**src/hw/wcm_pkg.sv**
```systemverilog
// Purpose: Shared constants for the WAN clock mode configuration block
// Assumes: APB register indices are scaled by four into byte addresses
// Notes:   Reset values of command registers are all zero
package wcm_pkg;
    // Register indices; byte address is four times the index
    localparam logic [2:0] IDX_MODE    = 3'h0; // mode_select_loop1_enable
    localparam logic [2:0] IDX_REFMUL  = 3'h1; // ref_multiplier_loop2_enable
    localparam logic [2:0] IDX_OUT1    = 3'h2; // first_output_multiplier
    localparam logic [2:0] IDX_OUT2    = 3'h3; // second_output_multiplier
    localparam logic [2:0] IDX_OUTEN   = 3'h4; // output_enables_lock_select
    localparam logic [2:0] IDX_IRQSTAT = 3'h5; // Sticky event flags, write one to clear
    localparam logic [2:0] IDX_IRQMASK = 3'h6; // Event mask, same layout
    localparam logic [2:0] IDX_STATUS  = 3'h7; // Live state, read only

    localparam int REG_W  = 5;
    localparam int EVT_W  = 3;
    localparam logic [4:0] CMD_RESET = 5'h00;

    // Field positions
    localparam int LOOP_EN_BIT   = 0;  // Loop enable in mode and ref-multiplier registers
    localparam int FRAME_EN_BIT  = 4;
    localparam int FIRST_CLOCK_OUTPUT_EN_BIT   = 3;
    localparam int SECOND_CLOCK_OUTPUT_EN_BIT   = 2;
    localparam int LOCK_SEL_HI   = 1;
    localparam int LOCK_SEL_LO   = 0;

    // Event bits
    localparam int EVT_LOCK_GAIN = 0;
    localparam int EVT_LOCK_LOSS = 1;
    localparam int EVT_RSVD_MODE = 2;

    // Lock indicator selections
    localparam logic [1:0] LOCK_ALL   = 2'h0;
    localparam logic [1:0] LOCK_LOOP2 = 2'h1;
    localparam logic [1:0] LOCK_LOOP1 = 2'h2;
    localparam logic [1:0] LOCK_OFF   = 2'h3;

    // Mode codes written to bits 4..1 of the mode register
    localparam logic [3:0] MC_F_T1_5656 = 4'h0;
    localparam logic [3:0] MC_F_T1_5664 = 4'h1;
    localparam logic [3:0] MC_F_T1_6464 = 4'h2;
    localparam logic [3:0] MC_R_56K     = 4'h3;
    localparam logic [3:0] MC_F_E1_5656 = 4'h4;
    localparam logic [3:0] MC_F_E1_5664 = 4'h5;
    localparam logic [3:0] MC_F_E1_6464 = 4'h6;
    localparam logic [3:0] MC_R_64K     = 4'h7;
    localparam logic [3:0] MC_FR_56_T1E1 = 4'h9;
    localparam logic [3:0] MC_FR_56_T1T1 = 4'hA;
    localparam logic [3:0] MC_FR_64_E1T1 = 4'hB;
    localparam logic [3:0] MC_FR_64_E1E1 = 4'hC;

    typedef enum logic [1:0] {
        WCM_FWD  = 2'b00,
        WCM_REV  = 2'b01,
        WCM_FRAC = 2'b10,
        WCM_RSVD = 2'b11
    } wcm_class_t;
endpackage : wcm_pkg

```
**src/hw/wcm_top.sv**
```systemverilog
// Purpose: Command registers and mode decode for a dual-loop WAN clock synthesizer
// Assumes: Loop lock levels and master select are synchronous to pclk
// Notes:   Zero-wait APB slave; read data is captured in the setup phase
`timescale 1ns/10ps
`default_nettype none

// Function
// - Register 0x10 holds frame, first-clock, second-clock enables in bits 4..2, lock select in 1..0.
// - Lock select 00 ANDs all enabled loops, 01 follows loop two, 10 loop one, 11 forces low.
// - Reverse mode takes a 56 or 64 kHz reference and yields 1.544 or 2.048 MHz outputs.
// - Code 0011 selects 56 kHz, 0111 selects 64 kHz; loop one gives 1.544 MHz, loop two 2.048 MHz.
// - Register 0x00 holds the mode code in bits 4..1 and loop-one enable in bit 0, gating clock one.
// - Bit 0 of the reference-multiplier register enables loop two and gates clock two.
// - Reverse mode ignores reference-multiplier bits 4..1 and both output-multiplier registers.
// - Fractional reverse mode takes a multiple of 56 or 64 kHz and yields 1.544 or 2.048 MHz.
// - With a 56 kHz multiple, code 1001 gives 1.544/2.048 MHz and 1010 gives 1.544 on both.
// - With a 64 kHz multiple, code 1011 gives 2.048/1.544 MHz and 1100 gives 2.048 on both.
// - The first-output multiplier register holds the first-clock multiplier minus one.
// - In forward mode reference-multiplier bits 4..1 hold the reference multiple minus one.
module wcm_top #(
    parameter int ADDR_W = 8                   // APB address width
) (
    input  wire logic              pclk,           // APB clock, 250 MHz
    input  wire logic              presetn,        // Async reset, active low
    input  wire logic              psel,           // APB select
    input  wire logic              penable,        // APB access phase
    input  wire logic              pwrite,         // APB direction
    input  wire logic [ADDR_W-1:0] paddr,          // APB byte address
    input  wire logic [31:0]       pwdata,         // APB write data
    output logic                   pready,         // APB ready
    output logic      [31:0]       prdata,         // APB read data
    output logic                   pslverr,        // APB error on unmapped access
    input  wire logic              loop1_locked,   // First loop lock level
    input  wire logic              loop2_locked,   // Second loop lock level
    input  wire logic              master_select,  // Cascade master strap level
    output logic                   loop1_run,      // First loop enabled
    output logic                   loop2_run,      // Second loop enabled
    output logic                   first_clock_output_out_en,    // Drive first clock output
    output logic                   second_clock_output_out_en,    // Drive second clock output
    output logic                   frame_out_en,   // Drive frame marker output
    output logic      [1:0]        mode_class,     // Decoded conversion class
    output logic                   ref_hi,         // Reference family: 64k or E1
    output logic                   loop1_hi,       // Loop one family: 2.048M or 64k
    output logic                   loop2_hi,       // Loop two family: 2.048M or 64k
    output logic      [3:0]        ref_mult,       // Reference multiple minus one
    output logic      [4:0]        out1_mult,      // First output multiplier minus one
    output logic      [4:0]        out2_mult,      // Second output multiplier minus one
    output logic                   lock_indicator, // Selected lock output
    output logic                   irq             // Level interrupt
);
    // The unmapped test slices paddr above bit 4, so bit 5 must exist
    if (ADDR_W < 6) begin : g_addr_w_chk
        $error("ADDR_W must be at least 6");
    end

    logic [4:0] mode_ff, refm_ff, out1_ff, out2_ff, outen_ff;
    logic [2:0] stat_ff, mask_ff;
    logic       lock_ff, rsvd_prev_ff;
    logic [31:0] prdata_ff;
    logic       run1_ff, run2_ff, c1_ff, c2_ff, fr_ff, rhi_ff, l1hi_ff, l2hi_ff;
    logic [1:0] cls_ff;
    logic [3:0] refmul_ff;
    logic [4:0] o1_ff, o2_ff;

    // APB decode; indices beyond seven or misaligned addresses are unmapped
    wire [2:0] idx      = paddr[4:2];
    wire       mapped   = (paddr[1:0] == 2'h0) && (paddr[ADDR_W-1:5] == '0);
    wire       setup    = psel && !penable;
    wire       access   = psel && penable;
    wire       wr_go    = access && pwrite && mapped;
    wire [4:0] wd       = pwdata[4:0];
    wire       wr_mode  = wr_go && (idx == wcm_pkg::IDX_MODE);
    wire       wr_refm  = wr_go && (idx == wcm_pkg::IDX_REFMUL);
    wire       wr_out1  = wr_go && (idx == wcm_pkg::IDX_OUT1);
    wire       wr_out2  = wr_go && (idx == wcm_pkg::IDX_OUT2);
    wire       wr_outen = wr_go && (idx == wcm_pkg::IDX_OUTEN);
    wire       wr_stat  = wr_go && (idx == wcm_pkg::IDX_IRQSTAT);
    wire       wr_mask  = wr_go && (idx == wcm_pkg::IDX_IRQMASK);

    assign pready  = 1'b1;
    assign pslverr = access && !mapped;
    assign prdata  = prdata_ff;

    // Mode decode: class and frequency families per code
    wire [3:0] code = mode_ff[4:1];
    wcm_pkg::wcm_class_t cls;
    logic rhi, l1hi, l2hi;
    always_comb begin
        cls  = wcm_pkg::WCM_RSVD;
        rhi  = 1'b0;
        l1hi = 1'b0;
        l2hi = 1'b0;
        unique case (code)
            wcm_pkg::MC_F_T1_5656: cls = wcm_pkg::WCM_FWD;
            wcm_pkg::MC_F_T1_5664: begin
                cls  = wcm_pkg::WCM_FWD;
                l2hi = 1'b1;
            end
            wcm_pkg::MC_F_T1_6464: begin
                cls  = wcm_pkg::WCM_FWD;
                l1hi = 1'b1;
                l2hi = 1'b1;
            end
            wcm_pkg::MC_F_E1_5656: begin
                cls = wcm_pkg::WCM_FWD;
                rhi = 1'b1;
            end
            wcm_pkg::MC_F_E1_5664: begin
                cls  = wcm_pkg::WCM_FWD;
                rhi  = 1'b1;
                l2hi = 1'b1;
            end
            wcm_pkg::MC_F_E1_6464: begin
                cls  = wcm_pkg::WCM_FWD;
                rhi  = 1'b1;
                l1hi = 1'b1;
                l2hi = 1'b1;
            end
            wcm_pkg::MC_R_56K: begin
                cls  = wcm_pkg::WCM_REV;
                l2hi = 1'b1;
            end
            wcm_pkg::MC_R_64K: begin
                cls  = wcm_pkg::WCM_REV;
                rhi  = 1'b1;
                l2hi = 1'b1;
            end
            wcm_pkg::MC_FR_56_T1E1: begin
                cls  = wcm_pkg::WCM_FRAC;
                l2hi = 1'b1;
            end
            wcm_pkg::MC_FR_56_T1T1: cls = wcm_pkg::WCM_FRAC;
            wcm_pkg::MC_FR_64_E1T1: begin
                cls  = wcm_pkg::WCM_FRAC;
                rhi  = 1'b1;
                l1hi = 1'b1;
            end
            wcm_pkg::MC_FR_64_E1E1: begin
                cls  = wcm_pkg::WCM_FRAC;
                rhi  = 1'b1;
                l1hi = 1'b1;
                l2hi = 1'b1;
            end
            default: cls = wcm_pkg::WCM_RSVD;
        endcase
    end

    // Loop and output gating; a reserved code stops both loops
    wire rsvd     = (cls == wcm_pkg::WCM_RSVD);
    wire rev      = (cls == wcm_pkg::WCM_REV);
    wire nxt_run1 = mode_ff[wcm_pkg::LOOP_EN_BIT] && !rsvd;
    wire nxt_run2 = refm_ff[wcm_pkg::LOOP_EN_BIT] && !rsvd;
    wire nxt_c1   = nxt_run1 && outen_ff[wcm_pkg::FIRST_CLOCK_OUTPUT_EN_BIT];
    wire nxt_c2   = nxt_run2 && outen_ff[wcm_pkg::SECOND_CLOCK_OUTPUT_EN_BIT];
    wire nxt_fr   = outen_ff[wcm_pkg::FRAME_EN_BIT] && !rsvd;

    // Reverse mode hides the multipliers so stale values never steer the loops
    wire [3:0] nxt_refmul = rev ? 4'h0 : refm_ff[4:1];
    wire [4:0] nxt_o1     = rev ? 5'h00 : out1_ff;
    wire [4:0] nxt_o2     = rev ? 5'h00 : out2_ff;

    // Lock indicator selection
    wire [1:0] lsel     = outen_ff[wcm_pkg::LOCK_SEL_HI:wcm_pkg::LOCK_SEL_LO];
    wire       any_run  = nxt_run1 || nxt_run2;
    wire       all_lock = any_run && (!nxt_run1 || loop1_locked)
                                  && (!nxt_run2 || loop2_locked);
    logic nxt_lock;
    always_comb begin
        unique case (lsel)
            wcm_pkg::LOCK_ALL:   nxt_lock = all_lock;
            wcm_pkg::LOCK_LOOP2: nxt_lock = loop2_locked;
            wcm_pkg::LOCK_LOOP1: nxt_lock = loop1_locked;
            wcm_pkg::LOCK_OFF:   nxt_lock = 1'b0;
        endcase
    end

    // Events: lock edges and entry into a reserved code; set wins over clear
    wire [2:0] evt;
    assign evt[wcm_pkg::EVT_LOCK_GAIN] = nxt_lock && !lock_ff;
    assign evt[wcm_pkg::EVT_LOCK_LOSS] = !nxt_lock && lock_ff;
    assign evt[wcm_pkg::EVT_RSVD_MODE] = rsvd && !rsvd_prev_ff;
    wire [2:0] nxt_stat = (stat_ff & ~(wr_stat ? wd[2:0] : 3'h0)) | evt;

    // Read mux; master select shown so software can confirm the strap
    logic [4:0] rd;
    always_comb begin
        unique case (idx)
            wcm_pkg::IDX_MODE:    rd = mode_ff;
            wcm_pkg::IDX_REFMUL:  rd = refm_ff;
            wcm_pkg::IDX_OUT1:    rd = out1_ff;
            wcm_pkg::IDX_OUT2:    rd = out2_ff;
            wcm_pkg::IDX_OUTEN:   rd = outen_ff;
            wcm_pkg::IDX_IRQSTAT: rd = {2'h0, stat_ff};
            wcm_pkg::IDX_IRQMASK: rd = {2'h0, mask_ff};
            wcm_pkg::IDX_STATUS:  rd = {master_select, loop2_locked, loop1_locked,
                                        lock_ff, rsvd};
        endcase
    end
    wire [31:0] nxt_prdata = (setup && !pwrite && mapped) ? {27'h000_0000, rd} : prdata_ff;

    // Command and interrupt registers
    always_ff @(posedge pclk or negedge presetn) begin
        if (!presetn) begin
            mode_ff  <= wcm_pkg::CMD_RESET;
            refm_ff  <= wcm_pkg::CMD_RESET;
            out1_ff  <= wcm_pkg::CMD_RESET;
            out2_ff  <= wcm_pkg::CMD_RESET;
            outen_ff <= wcm_pkg::CMD_RESET;
            stat_ff  <= 3'h0;
            mask_ff  <= 3'h0;
        end else begin
            if (wr_mode)  mode_ff  <= wd;
            if (wr_refm)  refm_ff  <= wd;
            if (wr_out1)  out1_ff  <= wd;
            if (wr_out2)  out2_ff  <= wd;
            if (wr_outen) outen_ff <= wd;
            if (wr_mask)  mask_ff  <= wd[2:0];
            stat_ff <= nxt_stat;
        end
    end

    // Registered outputs toward the loops and pins
    always_ff @(posedge pclk or negedge presetn) begin
        if (!presetn) begin
            {run1_ff, run2_ff, c1_ff, c2_ff, fr_ff} <= 5'h00;
            {rhi_ff, l1hi_ff, l2hi_ff, lock_ff}     <= 4'h0;
            rsvd_prev_ff <= 1'b0;
            cls_ff       <= wcm_pkg::WCM_FWD;
            refmul_ff    <= 4'h0;
            o1_ff        <= 5'h00;
            o2_ff        <= 5'h00;
            prdata_ff    <= 32'h0000_0000;
        end else begin
            {run1_ff, run2_ff, c1_ff, c2_ff, fr_ff} <= {nxt_run1, nxt_run2, nxt_c1, nxt_c2, nxt_fr};
            {rhi_ff, l1hi_ff, l2hi_ff, lock_ff}     <= {rhi, l1hi, l2hi, nxt_lock};
            rsvd_prev_ff <= rsvd;
            cls_ff       <= cls;
            refmul_ff    <= nxt_refmul;
            o1_ff        <= nxt_o1;
            o2_ff        <= nxt_o2;
            prdata_ff    <= nxt_prdata;
        end
    end

    assign loop1_run      = run1_ff;
    assign loop2_run      = run2_ff;
    assign first_clock_output_out_en    = c1_ff;
    assign second_clock_output_out_en    = c2_ff;
    assign frame_out_en   = fr_ff;
    assign mode_class     = cls_ff;
    assign ref_hi         = rhi_ff;
    assign loop1_hi       = l1hi_ff;
    assign loop2_hi       = l2hi_ff;
    assign ref_mult       = refmul_ff;
    assign out1_mult      = o1_ff;
    assign out2_mult      = o2_ff;
    assign lock_indicator = lock_ff;
    assign irq            = |(stat_ff & mask_ff);
endmodule : wcm_top

`default_nettype wire

```
**config.mk**
```make
export PLATFORM = sky130hd
export DESIGN_NAME = wcm_top
export DESIGN_NICKNAME = d
export VERILOG_FILES = /design/src/hw/wcm_pkg.sv /design/src/hw/wcm_top.sv
export SDC_FILE = /design/constraint.sdc
export NUM_CORES = 1
export LEC_CHECK = 0
export BUFFER_PORTS_ARGS = -buffer_cell sky130_fd_sc_hd__buf_4
export CAP_MARGIN = 20
export CORE_MARGIN = 2
export CORE_UTILIZATION = 44
export DETAILED_ROUTE_END_ITERATION = 8
export GPL_ROUTABILITY_DRIVEN = 1
export PLACE_DENSITY = 0.79
export SLEW_MARGIN = 20
export SYNTH_ARGS = -nofsm -noshare
export SYNTH_HDL_FRONTEND = slang
export SYNTH_SLANG_ARGS = --single-unit
```
**constraint.sdc**
```tcl
create_clock -name pclk -period 1.5 [get_ports pclk]
set_input_delay 0 -clock pclk [delete_from_list [all_inputs] [get_ports pclk]]
set_output_delay 0 -clock pclk [all_outputs]
set_load 0.05 [all_outputs]
```
======== Yosys cells after proc, flatten, opt, wreduce, memory -nomap -nowiden ========
Index checks and enable logic that the tools add are counted.
word-level totals
  bits in registers ....................... 62
  input port bits ......................... 48
  logic and storage cells ................. 108
operators by class
  equality and inequality tests ........... 23
  muxes and demuxes ....................... 10
  bitwise gates (word level) .............. 4
  reduce and logical (&&, ||, !) cells .... 49
operators by type and width
  operator              number
  $pmux W5 S8           1
  $logic_and A1 B1 Y1   25
  $eq A4 B3 Y1 const B  4
  $eq A4 B4 Y1 const B  4
  $eq A3 B3 Y1 const B  4
  $reduce_or A6 Y1      2
  $mux W5               2
  $logic_not A1 Y1      9
  $eq A4 B2 Y1 const B  2
  $reduce_or A4 Y1      2
  $reduce_or A8 Y1      1
  $and A3 B3 Y3         2
  $eq A2 B2 Y1 const B  3
  $eq A3 B2 Y1 const B  2
  $logic_not A3 Y1      2
  $pmux W2 S3           1
  $eq A2 B1 Y1 const B  2
  $eq A4 B1 Y1 const B  1
  $logic_not A2 Y1      2
  $logic_not A4 Y1      1
  $mux W4               1
  $pmux W1 S4           1
  $eq A3 B1 Y1 const B  1
  $logic_or A1 B1 Y1    3
  other kinds (6)       8

======== Longest topological paths before layout ========
Gate-level depths: netlist (run 1).
  depth after elaboration ................. 14
  mapped depth ............................ 6
  mapped depth without buffers ............ 4

======== Least setup slack after synthesis (run 1) ========
Ideal clock, no wire load.
  kind .................................... register to register
  from .................................... register mode_ff[2]
  to ...................................... register prdata_ff[0], in the netlist prdata[0]
  setup time .............................. 0.096 ns
  arrival ................................. 1.380 ns
  required time ........................... 1.404 ns
  setup slack ............................. 0.024 ns
  stages on the path, launching flop included .. 5
  cells stage by stage .................... dfrtp_1 -> nor2_1 -> mux2_4 -> o221a_2 -> o31ai_1
on the way
  cells in the longest elaborated chain, start to end .. 5
  elaborated cells between the ends (all ways) .. 18
  those cells by class .................... 12 x eq/ne; 2 x mux; 4 x reduce/logical
ends and longest elaborated chain
  item                                                      RTL line        text
  start, declared                                           wcm_top.sv:56   logic [4:0] mode_ff, refm_ff, out1_ff, out2_ff, outen_ff;
  start signal, assigned                                    wcm_top.sv:204  mode_ff <= wcm_pkg::CMD_RESET;
  start signal, assigned                                    wcm_top.sv:212  if (wr_mode) mode_ff <= wd;
  $eq A4 B3 Y1, or another cell as far along                wcm_top.sv:93   unique case (code)
  $reduce_or A6 Y1 (no line), or another cell as far along  --
  $pmux W2 S3 (*)                                           wcm_top.sv:93
  $eq A2 B2 Y1 (*)                                          wcm_top.sv:149  wire rsvd = (cls == wcm_pkg::WCM_RSVD);
  $pmux W5 S8 (*)                                           wcm_top.sv:187  unique case (idx)
  end signal, assigned                                      wcm_top.sv:241  prdata_ff <= nxt_prdata;
  end, declared                                             wcm_top.sv:59   logic [31:0] prdata_ff;
Mark *: on every way between the ends. The rest lies on a longest branch, timed or not.
A chain may end at the register's enable or synchronous reset.

======== Final worst setup path (run 1) ========
  from .................................... register out2_ff[0]
  to ...................................... register prdata_ff[0], in the netlist prdata[0]
on the way
  cells in the longest elaborated chain, start to end .. 1
ends and longest elaborated chain
  item                    RTL line        text
  start, declared         wcm_top.sv:56
  start signal, assigned  wcm_top.sv:207  out2_ff <= wcm_pkg::CMD_RESET;
  start signal, assigned  wcm_top.sv:215  if (wr_out2) out2_ff <= wd;
  $pmux W5 S8             wcm_top.sv:187
Every way passes these cells.

==> out/results.env, run 1 <==
LEAKAGEPOWER_nW=1.91
SYNTH_TOP_CELL_AREA_SHARE_PCT=53.2
SYNTH.DISTINCT_CELLS=41
GRT_SETUP_UNREPAIRED='false'
FINAL-SETUP-VIOL-COUNT=0
LAYOUT_MIN_CYCLE_TIME_NS=1.47
WORSTPATHCELLLIST='mux2_2 -> a221oi_1 -> o221a_2 -> o31ai_2'
CLK_PIN_SLEW_WORST_PATHS_NS=0.06
CP.ARRIVAL_NS=1.67
RUN_STATUS='complete, no violations'
ENDPOINT_OF_THE_WORST_REGISTER_TO_REGISTER_PATH='prdata[0]$_DFFE_PN0P_'
SYNTH.CELL_AREA_UM2=2920
WORST_SLEW_PIN_SLEW_NS=0.760
CRITPATHLAUNCH='out2_ff[0]$_DFFE_PN0P_'
WORST_HOLD_CHECK_SLACK_NS=0.0875
DIE_HEIGHT_UM=85.4
CP.REQUIRED_NS=1.70
LAYOUT.NETS=368
FIRST_DRT_PASS_ITERATION_COUNT=4
LARGEST_AREA_CONTRIBUTOR_IN_THE_NETLIST='dfrtp_1'
ROWS=29
PLACEABLECOREAREA_UM2=6390
SLEW_HEADROOM_PCT=49.3
YS_SEQ_AREA_SHARE_PCT=53.2
CAP_VIOLATIONS=0
ANTENNA_FIX_CELLS=0
REPORT.FINAL.SLEW_VIOL_COUNT=0
FINALSETUPTNS_NS=0
DIE_AREA_UM2=7300
DRT_FIRST_ITER_VIOLATIONS=146
FLOORPLAN.INITIALDENSITY_PCT=45.7
DEPTH_OF_THE_CTS_H_TREE=3
IO_PINS=108
HOLD_PATH_CELL_CNT=5
FINALHOLDVIOLCOUNT=0
DETAIL_ROUTE.WL_PER_CELL_UM=15.6
CP_MAX_FO=3
HOLD_CLASS='primary input to register'
CRIT_BUF_INV=0
WORST_HOLD_STARTPOINT='loop1_locked'
TIMING.CRITICAL_PATH.SLOWEST_STAGE_CELL='dfrtp_1'
SYNTH_SEQ_CELLS=62
WORST-R2R-CELL-COUNT=4
LAYOUT_SKEW_NS=0.00688
SYNTH.TOP_CELLS.BY_AREA='dfrtp_1, mux2_2, buf_4'
PEAKVDDDROP_V=0.000547
PLACE.GP.CONGESTION=0.923
PORT_BUFFERS=52
GROUTE.USAGE.OVERALL_PCT=18.3
DIE_W_UM=85.4
CTS-ROOT-TO-SINK-BUFFERS=2
COUNT_OF_UNRESOLVED_DRC_VIOLATIONS_AFTER_ROUTING=0
CTS-ROOT-BUF='clkbuf_8'
NUMCLOCKSINKS=62
ANTENNA_VIOLATING_NETS_LEFT=0
CP_TOP_FAMILY='compound AO/OA/AOI/OAI gates'
GRT.OVERFLOW.TOTAL=0
MAX_FREQ_MHz=682
AREA_GROWTH_SYN_TO_LAYOUT_PCT=23.1
WORST_HOLD_PATH.ENDPOINT='lock_indicator$_DFF_PN0_'
DETAIL_ROUTE.WIRELENGTH_UM=6230
FINAL_LAYOUT_SIZE_SUFFIX_GT1_SHARE_PCT=35.9
SYN_AVG_CELL_AREA_UM2=11.7
FINALCRITPERIODSHARE_PCT=97.7
CTS_MADE_BUFFERS=9
CTS_TREE='built'
NUMBER_OF_ANTENNA_VIOLATIONS_AT_THE_FIRST_CHECK_IN_GLOBAL_ROUTING=0
VIAS_IN_THE_FIRST_GLOBAL_ROUTE=2064
DP.FINAL_HPWL_UM=4480
REG2REG_SETUP_SLACK_NS=0.03
GRT_START_MAX_NET_PINS=63
FILL_CELLS=558
CRITPATHLAUNCHTYPE='register'
ROUTED_VIA_DENSITY=5.13
POST_SYNTH_INST_COUNT=250
TIMING.SETUP.CRITICAL_PATH_CLASS='register to register'
CATEGORY_OF_THE_WORST_SETUP_PATH_CAPTURE_POINT='register'
NUMBER_OF_SYNTHESIS_WARNINGS=0
CELLPOWERDENSITY_nW_PER_UM2=1030
CLK-INSERTION-DELAY-LATE_NS=0.33
TIMING.CRITICAL_PATH.SLOWEST_CELL_DELAY_NS=0.39
DETAILROUTE.VIA_COUNT=2050
REG2REG_FROM='out2_ff[0]$_DFFE_PN0P_'
GRT_PASS1_WL_UM=10100
## worst max-delay path by stage
stage                             end  slack, ns  cells after the start
2_1_floorplan   prdata[0]$_DFFE_PN0P_       0.02                      4
3_3_place_gp   out1_ff[1]$_DFFE_PN0P_      0.009                      5
3_5_place_dp    prdata[0]$_DFFE_PN0P_      -0.03                      4
4_1_cts         prdata[0]$_DFFE_PN0P_       0.02                      4
5_1_grt         prdata[0]$_DFFE_PN0P_       0.01                      4
6_report        prdata[0]$_DFFE_PN0P_       0.03                      4
## area by class of cell
cell class | instances | area (µm²) | share of cell area (%)
Sequential cell | 62 | 1550 | 43.2
Multi-Input combinational cell | 169 | 1180 | 32.9
Timing Repair Buffer | 71 | 548 | 15.3
Clock buffer | 13 | 159 | 4.43
Tap cell | 77 | 96.3 | 2.68
Clock inverter | 1 | 30.0 | 0.836
Inverter | 7 | 26.3 | 0.732
## registers in the layout, indices dropped and copies added (netlist names), 2 cells and up
name and count:
outen_ff 5, prdata 5, stat_ff 3, mode_ff 5, out2_ff 5, out2_mult 5
out1_ff 5, refm_ff 5, mask_ff 3, out1_mult 5, mode_class 2, ref_mult 4
## report_power, final
group / total, mW / internal (mW) / switching, mW
Clock: 1.43 / 0.841 / 0.587
Combinational: 0.519 / 0.151 / 0.368
Sequential: 1.76 / 1.73 / 0.0376
Total: 3.71 / 2.72 / 0.993
## metal layers
layer	up-vias	global-route usage, %	share of wire, %
li1	955	-	-
met1	1011	23.1	42
met2	74	29.8	50
met3	10	5.54	6.6
met4	0	6.78	1.7
met5	-	0	0
## timing repair
item | in CTS | in global routing
gates resized for setup | 2 | 0
hold buffers | 6 | 0
endpoints found under the setup margin | 1 | 1
pin swaps | 0 | 2
endpoints found under the hold margin | 90 | 0
buffers inserted | 0 | 2
gates cloned | 0 | 0
## Yosys cell counts
master     number
nor2_1         12
nand3b_1        1
and3_1          6
a22oi_1         1
nor3b_1         2
and2_1         17
nor2b_1         3
o22ai_1         2
mux4_2          1
a21o_1          1
clkbuf_1        2
o221ai_1        2
buf_4          28
o221a_2         1
nand2_1        12
o31ai_1         2
a31o_2          1
a222oi_1        1
a21oi_1         4
or2_2           1
nand4_1         4
and3b_1         1
mux2_4          1
nor4_1          1
buf_2           7
buf_6           1
a22o_1          3
mux2_2         30
o21ai_0         7
nor3_2          1
nand3_1         5
dfrtp_1        62
conb_1          2
nand2b_1        3
mux2i_1         6
a221oi_1        4
o2bb2ai_1       2
inv_1           7
and2b_1         1
nor3b_4         1
or3_1           1
## layout by cell type, fill, tap and decap left out, types with 2 or more instances in the layout
cell type | synthesis | layout
a21oi_1 | 4 | 4
a221oi_1 | 4 | 4
a22o_1 | 3 | 3
and2_1 | 17 | 17
and3_1 | 6 | 6
buf_4 | 28 | 65
clkbuf_1 | 2 | 2
clkbuf_8 | 0 | 11
conb_1 | 2 | 28
dfrtp_1 | 62 | 62
dlygate4sd3_1 | 0 | 6
inv_1 | 7 | 7
mux2_2 | 30 | 30
mux2i_1 | 6 | 6
nand2_1 | 12 | 12
nand2b_1 | 3 | 3
nand3_1 | 5 | 5
nand4_1 | 4 | 4
nor2_1 | 12 | 11
nor2b_1 | 3 | 3
nor3b_1 | 2 | 2
o21ai_0 | 7 | 7
o221ai_1 | 2 | 2
o22ai_1 | 2 | 2
o2bb2ai_1 | 2 | 2
## per-stage QoR
stage	utilization [%]	power [mW]	setup slack, ns	area [µm²]	instances
5_1_grt	56.2	3.86	0.0138	3590	400
3_5_place_dp	52.0	2.30	-0.0345	3320	378
2_1_floorplan	-	2.19	0.0237	3010	276
6_report	56.2	3.71	0.0338	3590	400
3_3_place_gp	52.0	2.29	0.00917	3320	378
4_1_cts	56.0	3.75	0.0160	3580	398
## worst register-to-register path: cells and delay by family, from the launching register on
family,cells,cell delay [ns]
muxes,1,0.27
AOI/OAI and AO/OA,3,0.68
DFF,1,0.39
## cells by family after synthesis
kind of cell / share of synthesized area [%]
muxes: 14.9
buffers and inverters: 9.95
other: 0.257
AOI/OAI and AO/OA: 7.68
DFF: 53.2
and+or+nand+nor: 14.0
No activity file was read; power rests on OpenSTA's default activity.
==> inputs of run 2 (changes only) <==
- GPL_TIMING_DRIVEN: not set -> 0
- REMOVE_ABC_BUFFERS: not set -> 1
==> run 2 against run 1 <==
Sequential cell count stayed put. Cell area is 1.5% lower. Clock-buffer cell count grew 1. Sequential power about the same. Die area is the same. Clock skew fell by 0.00079 ns. Non-clock buffer count fell by 8. Setup slack worse by 0.016 ns. First-iteration DRC count shrank 4.8%. Register-to-register slack got worse by 0.02 ns.
==> out/results.env, run 2 (same netlist as run 1, synthesis figures left out) <==
TIMING.CRITICAL_PATH.SLOWEST_CELL_DELAY_NS=0.43  # +0.04 ns
WORST_HOLD_CHECK_SLACK_NS=0.0814  # -0.00609 ns
DRT_FIRST_ITER_VIOLATIONS=139  # -4.8%
CRIT_BUF_INV=0  # unchanged
PORT_BUFFERS=52  # unchanged
DP_SLACK_NS=-0.167  # -0.132 ns
WORST_HOLD_STARTPOINT='loop1_locked'
LAYOUT_SKEW_NS=0.00609  # -0.000794 ns
FINAL_LAYOUT_SIZE_SUFFIX_GT1_SHARE_PCT=36.4  # +0.48 points
LAYOUT.CELL_AREA.NON_FILLER_UM2=3540  # -1.5%
DP_CELLS=367  # -2.9%
LAYOUT.NETS=360  # -2.2%
FIRST_DRT_PASS_ITERATION_COUNT=5  # +1
CLK-INSERTION-DELAY-LATE_NS=0.34  # about the same
REPORT.FINAL.SLEW_VIOL_COUNT=0  # unchanged
FILL_CELLS=583  # +4.5%
LAYOUTNONFILLERINSTCOUNT=393  # -1.8%
DIE_W_UM=85.4  # unchanged
CATEGORY_OF_THE_WORST_SETUP_PATH_CAPTURE_POINT='register'
GRT_SETUP_UNREPAIRED='true'
CLK_PIN_SLEW_WORST_PATHS_NS=0.06  # about the same
VIAS_IN_THE_FIRST_GLOBAL_ROUTE=1974  # -4.4%
MAX_FREQ_MHz=675  # -1.0%
DP.FINAL_HPWL_UM=4110  # -8.2%
DETAILROUTE.VIA_COUNT=2023  # -1.3%
IO_PINS=108  # unchanged
NUMBER_OF_ANTENNA_VIOLATIONS_AT_THE_FIRST_CHECK_IN_GLOBAL_ROUTING=0  # unchanged
HOLD_PATH_CELL_CNT=5  # unchanged
CELLPOWERDENSITY_nW_PER_UM2=1000  # -3.1%
DIE_HEIGHT_UM=85.4  # unchanged
REG2REG_SETUP_SLACK_NS=0.02  # -0.02 ns
DEPTH_OF_THE_CTS_H_TREE=3  # unchanged
ANTENNA_VIOLATING_NETS_LEFT=0  # unchanged
GRT_PASS1_WL_UM=9580  # -5.3%
CP_TOP_FAMILY='compound AO/OA/AOI/OAI gates'
FINALSETUPTNS_NS=0  # unchanged
HOLD_CLASS='primary input to register'
TIMING.SETUP.CRITICAL_PATH_CLASS='register to register'
LAYOUT_MIN_CYCLE_TIME_NS=1.48  # +0.0155 ns
ROWS=29  # unchanged
FINAL_WORST_PATH_SETUP_SLACK_NS=0.0183  # -0.0155 ns
CP.REQUIRED_NS=1.74  # +0.04 ns
WORSTPATHCELLLIST='nor2_4 -> mux2_4 -> o221a_2 -> o31ai_2'
GRT_START_MAX_NET_PINS=63  # unchanged
DETAIL_ROUTE.WIRELENGTH_UM=6020  # -3.4%
NUMCLOCKSINKS=62  # unchanged
WORST-R2R-CELL-COUNT=4  # unchanged
DPL-INSTANCE-AREA_UM2=3240  # -2.5%
CTS-ROOT-BUF='clkbuf_8'
ENDPOINT_OF_THE_WORST_REGISTER_TO_REGISTER_PATH='prdata[0]$_DFFE_PN0P_'
WORST_SLEW_PIN_SLEW_NS=0.744  # -0.0159 ns
ROUTED_VIA_DENSITY=5.15  # +0.44%
CTS_TREE='built'
CP.ARRIVAL_NS=1.73  # +0.06 ns
COUNT_OF_UNRESOLVED_DRC_VIOLATIONS_AFTER_ROUTING=0  # unchanged
FINAL-SETUP-VIOL-COUNT=0  # unchanged
HIGHEST_COUNT_CELLS_IN_THE_LAYOUT_IGNORING_FILL_AND_TAPS='dfrtp_1, buf_4, mux2_2, conb_1, and2_1'
ANTENNA_FIX_CELLS=0  # unchanged
CTS_MADE_BUFFERS=9  # unchanged
PLACE.GP.CONGESTION=0.851  # -7.8%
GROUTE.USAGE.OVERALL_PCT=17.3  # -0.97 points
PEAKVDDDROP_V=0.000711  # +30%
FLOORPLAN.INITIALDENSITY_PCT=45.7  # unchanged
CTS-ROOT-TO-SINK-BUFFERS=2  # unchanged
DIE_AREA_UM2=7300  # unchanged
CP_MAX_FO=4  # +1
LEAKAGEPOWER_nW=1.86  # -2.7%
DETAIL_ROUTE.WL_PER_CELL_UM=15.3  # -1.7%
GRT.OVERFLOW.TOTAL=0  # unchanged
CRITPATHLAUNCHTYPE='register'
REG2REG_FROM='mode_ff[2]$_DFFE_PN0P_'
AREA_GROWTH_SYN_TO_LAYOUT_PCT=21.3
RUN_STATUS='complete, no violations'
SLEW_HEADROOM_PCT=50.4  # +1.1 points
TIMING.CRITICAL_PATH.SLOWEST_STAGE_CELL='dfrtp_2'
MOSTFREQUENTLAYOUTCELL='dfrtp_1'
CAP_VIOLATIONS=0  # unchanged
WORST_HOLD_PATH.ENDPOINT='lock_indicator$_DFF_PN0_'
FINALCRITPERIODSHARE_PCT=98.8  # +1.0 points
FINALHOLDVIOLCOUNT=0  # unchanged
PLACEABLECOREAREA_UM2=6390  # unchanged
-- run 2: per-stage QoR --
step / utilization [%] / total power, mW
final: 55.4 / 3.54
after global routing: 55.4 / 3.68
after CTS: 55.0 / 3.56
after detailed placement: 50.7 / 2.29
after global placement: 50.7 / 2.28
after floorplan: - / 2.11
-- run 2: area by class of cell --
type	instances	area (µm²)	area share, %
clock inverter	1	5.00	0.141
clock buffer	14	163	4.60
multi-input combinational	169	1200	34.0
sequential	62	1560	44.0
tap	77	96.3	2.72
inverter	7	26.3	0.743
timing repair buffer	63	488	13.8
-- run 2: how the worst max path moves through the flow --
stage	start	end	slack (ns)	depth (start not counted)
global route	mode_ff[2]$_DFFE_PN0P_	prdata[0]$_DFFE_PN0P_	-0.03	4
finish	mode_ff[2]$_DFFE_PN0P_	prdata[0]$_DFFE_PN0P_	0.02	4
CTS	mode_ff[2]$_DFFE_PN0P_	prdata[0]$_DFFE_PN0P_	0.01	4
detailed placement	mode_ff[1]$_DFFE_PN0P_	prdata[0]$_DFFE_PN0P_	-0.17	4
global placement	paddr[1]	out2_ff[1]$_DFFE_PN0P_	-0.12	5
floorplan	mode_ff[2]$_DFFE_PN0P_	prdata[0]$_DFFE_PN0P_	0.02	4
-- run 2: routing by layer --
metal | wire, µm | vias up | GRT usage (%)
li1 | - | 938 | -
met1 | 2590 | 1005 | 21.8
met2 | 2980 | 68 | 27.7
met3 | 348 | 12 | 5.06
met4 | 100 | 0 | 8.08
met5 | 0 | - | 0
-- run 2: power breakdown --
group	leakage, nW	internal, mW	switching [mW]
combinational	0.930	0.148	0.367
sequential	0.847	1.73	0.0381
clock	0.0865	0.679	0.583
-- run 2: timing repair --
item / CTS / global route
gates resized for setup: 6 / 4
hold endpoints to repair: 90 / 0
hold buffers: 6 / 0
setup buffers: 5 / 0
setup endpoints to repair: 4 / 3
pin swaps: 0 / 0
-- run 2: worst register-to-register path: stages, from the launching register on --
cell	delay, ns
dfrtp_2	0.43
nor2_4	0.14
mux2_4	0.35
o221a_2	0.26
o31ai_2	0.21
==> inputs of run 3 (changes only) <==
- SETUP_SLACK_MARGIN: not set -> 0.15
==> run 3 against run 2 <==
Fmax rose by 4.7%. Global-route usage rose by 0.35 points. Register-to-register slack improved by 0.07 ns. Non-clock buffer count increased by 10. Clock power hardly changed. Worst hold slack improved by 0.029 ns. Combinational power up 6.2%. First-iteration DRC count decreased by 5.8%. Sequential power about the same. Power grew 0.71%. Wire length grew 2.2%. Largest cell class unchanged.
==> out/results.env, run 3 (same netlist as run 1, synthesis figures left out) <==
RUN_STATUS='complete, no violations'
NUMCLOCKSINKS=62  # unchanged
NUMBER_OF_ANTENNA_VIOLATIONS_AT_THE_FIRST_CHECK_IN_GLOBAL_ROUTING=0  # unchanged
MAX_FREQ_MHz=707  # +4.7%
FINAL-SETUP-VIOL-COUNT=0  # unchanged
CLK-INSERTION-DELAY-LATE_NS=0.33  # about the same
DETAIL_ROUTE.WL_PER_CELL_UM=15.3  # -0.31%
TIMING.CRITICAL_PATH.SLOWEST_STAGE_CELL='dfrtp_2'
SLEW_HEADROOM_PCT=49.9  # -0.49 points
DP_CELLS=367  # unchanged
DIE_W_UM=85.4  # unchanged
WORST_SLEW_PIN_SLEW_NS=0.751  # +0.00729 ns
PEAKVDDDROP_V=0.000665  # -6.5%
CP.REQUIRED_NS=1.74  # about the same
ENDPOINT_OF_THE_WORST_REGISTER_TO_REGISTER_PATH='prdata[0]$_DFFE_PN0P_'
P_INT_mW=2.58  # +0.81%
ANTENNA_VIOLATING_NETS_LEFT=0  # unchanged
FINALCRITPERIODSHARE_PCT=94.3  # -4.5 points
PLACEABLECOREAREA_UM2=6390  # unchanged
VIAS_IN_THE_FIRST_GLOBAL_ROUTE=2034  # +3.0%
REG2REG_FROM='mode_ff[2]$_DFFE_PN0P_'
ROUTED_VIA_DENSITY=5.14  # -0.12%
GRT_SETUP_UNREPAIRED='true'
GRT_START_MAX_NET_PINS=63  # unchanged
CRITPATHLAUNCHTYPE='register'
FLOORPLAN.INITIALDENSITY_PCT=45.7  # unchanged
WORSTPATHCELLLIST='nor2_4 -> mux2_4 -> o221a_4 -> o31ai_2'
CTS-ROOT-BUF='clkbuf_8'
FIRST_DRT_PASS_ITERATION_COUNT=5  # unchanged
ANTENNA_FIX_CELLS=0  # unchanged
REPORT.FINAL.SLEW_VIOL_COUNT=0  # unchanged
DIE_AREA_UM2=7300  # unchanged
IO_PINS=108  # unchanged
PORT_BUFFERS=52  # unchanged
CRITPATHLAUNCH='mode_ff[2]$_DFFE_PN0P_'
FILL_CELLS=563  # -3.4%
CP.ARRIVAL_NS=1.66  # -0.07 ns
WORST_HOLD_STARTPOINT='paddr[4]'
DIE_HEIGHT_UM=85.4  # unchanged
CATEGORY_OF_THE_WORST_SETUP_PATH_CAPTURE_POINT='register'
FINALSETUPTNS_NS=0  # unchanged
GROUTE.USAGE.OVERALL_PCT=17.7  # +0.35 points
REG2REG_SETUP_SLACK_NS=0.09  # +0.07 ns
CLK_PIN_SLEW_WORST_PATHS_NS=0.06  # about the same
GRT.OVERFLOW.TOTAL=0  # unchanged
FINAL_LAYOUT_SIZE_SUFFIX_GT1_SHARE_PCT=41.4  # +5.0 points
WORST_HOLD_PATH.ENDPOINT='stat_ff[2]$_DFF_PN0_'
DETAILROUTE.VIA_COUNT=2072  # +2.4%
GRT_PASS1_WL_UM=9760  # +1.9%
LEAKAGEPOWER_nW=1.93  # +3.5%
CTS_MADE_BUFFERS=9  # unchanged
FINALHOLDVIOLCOUNT=0  # unchanged
DP.FINAL_HPWL_UM=4110  # unchanged
LAYOUT.NETS=370  # +2.8%
AREA_GROWTH_SYN_TO_LAYOUT_PCT=26.5
LAYOUT_SKEW_NS=0.00498  # -0.00111 ns
TIMING.CRITICAL_PATH.SLOWEST_CELL_DELAY_NS=0.43  # about the same
CAP_VIOLATIONS=0  # unchanged
LAYOUTNONFILLERINSTCOUNT=403  # +2.5%
PLACE.GP.CONGESTION=0.851  # unchanged
CLOCK_NETWORK_FRACTION_OF_DESIGN_POWER_PCT=35.1  # -0.5 points
POWER.SEQUENTIAL.FRACTION_PCT=49.5  # -0.3 points
P_SWITCHING_uW=992  # +0.45%
HIGHEST_COUNT_CELLS_IN_THE_LAYOUT_IGNORING_FILL_AND_TAPS='buf_4, dfrtp_1, mux2_2, conb_1, and2_1'
COUNT_OF_UNRESOLVED_DRC_VIOLATIONS_AFTER_ROUTING=0  # unchanged
DEPTH_OF_THE_CTS_H_TREE=3  # unchanged
CP_MAX_FO=4  # unchanged
HOLD_PATH_CELL_CNT=3  # -2
WORST-R2R-CELL-COUNT=4  # unchanged
TIMING.SETUP.CRITICAL_PATH_CLASS='register to register'
DESIGN_POWER_TOTAL_mW=3.57  # +0.71%
DETAIL_ROUTE.WIRELENGTH_UM=6160  # +2.2%
CTS-ROOT-TO-SINK-BUFFERS=2  # unchanged
HOLD_CLASS='primary input to register'
COMB_POWER_SHARE_PCT=15.3  # +0.8 points
LAYOUT_MIN_CYCLE_TIME_NS=1.41  # -0.0671 ns
SW_FRAC_OF_TOTAL_PCT=27.8  # -0.071 points
MOSTFREQUENTLAYOUTCELL='buf_4'
CTS_TREE='built'
DRT_FIRST_ITER_VIOLATIONS=131  # -5.8%
CELLPOWERDENSITY_nW_PER_UM2=967  # -3.4%
ROWS=29  # unchanged
## run 3: changes by cell type in the layout (fill, tap and decap cells not counted), moves of 2 or more
cell | previous run | this run
and3_1 | 6 | 4
dfrtp_1 | 58 | 56
a221oi_2 | 0 | 3
dfrtp_2 | 4 | 6
a221oi_1 | 4 | 1
buf_4 | 57 | 65
buf_6 | 0 | 2
## run 3: stage by stage
step	setup slack (ns)	utilization (%)	hold WS [ns]	instance area (µm²)
3_5_place_dp	-0.167	50.7	0.121	3240
2_1_floorplan	0.0237	-	-0.296	2750
4_1_cts	0.103	56.2	0.0652	3590
6_report	0.0854	57.8	0.111	3690
5_1_grt	0.0475	57.8	0.119	3690
3_3_place_gp	-0.124	50.7	0.106	3240
## run 3: layer usage
| layer | vias to the layer above | wire, µm | global-route usage, % |
|---|---|---|---|
| li1 | 961 | - | - |
| met1 | 1023 | 2570 | 21.8 |
| met2 | 74 | 3070 | 28.1 |
| met3 | 14 | 359 | 5.06 |
| met4 | 0 | 161 | 9.52 |
| met5 | - | 0 | 0 |
## run 3: area by class of cell
cell class                      count  area [µm²]  area share (%)
Clock buffer                       14         163            4.41
Tap cell                           77        96.3            2.61
Multi-Input combinational cell    169        1270            34.4
Sequential cell                    62        1560            42.3
Inverter                            7        26.3           0.712
Timing Repair Buffer               73         571            15.5
Clock inverter                      1        5.00           0.136
## run 3: how the worst max path moves through the flow
stage / to / slack [ns] / cells after the start
after floorplan: prdata[0]$_DFFE_PN0P_ / 0.02 / 4
after global placement: out2_ff[1]$_DFFE_PN0P_ / -0.12 / 5
after detailed placement: prdata[0]$_DFFE_PN0P_ / -0.17 / 4
after CTS: prdata[0]$_DFFE_PN0P_ / 0.10 / 4
after global routing: irq / 0.05 / 3
final: prdata[0]$_DFFE_PN0P_ / 0.09 / 4
## run 3: power by group through the flow
stage | registers [mW] | clock network (mW) | logic (mW)
2_1_floorplan | 1.85 | 0 | 0.269
3_3_place_gp | 1.79 | 0 | 0.487
3_5_place_dp | 1.80 | 0 | 0.494
4_1_cts | 1.76 | 1.29 | 0.525
5_1_grt | 1.77 | 1.36 | 0.581
6_report | 1.77 | 1.25 | 0.546
## run 3: worst max-delay path, delay by kind of cell, from the launching register on
family	cells	cell delay (ns)
AOI/OAI and AO/OA	2	0.40
DFF	1	0.43
and+or+nand+nor	1	0.13
muxes	1	0.36
## run 3: what timing repair did
action	CTS	global route
endpoints found under the setup margin	10	27
gates resized for setup	12	14
setup buffers	10	5
pin swaps	3	4
hold buffers	6	0
hold endpoints to repair	90	0
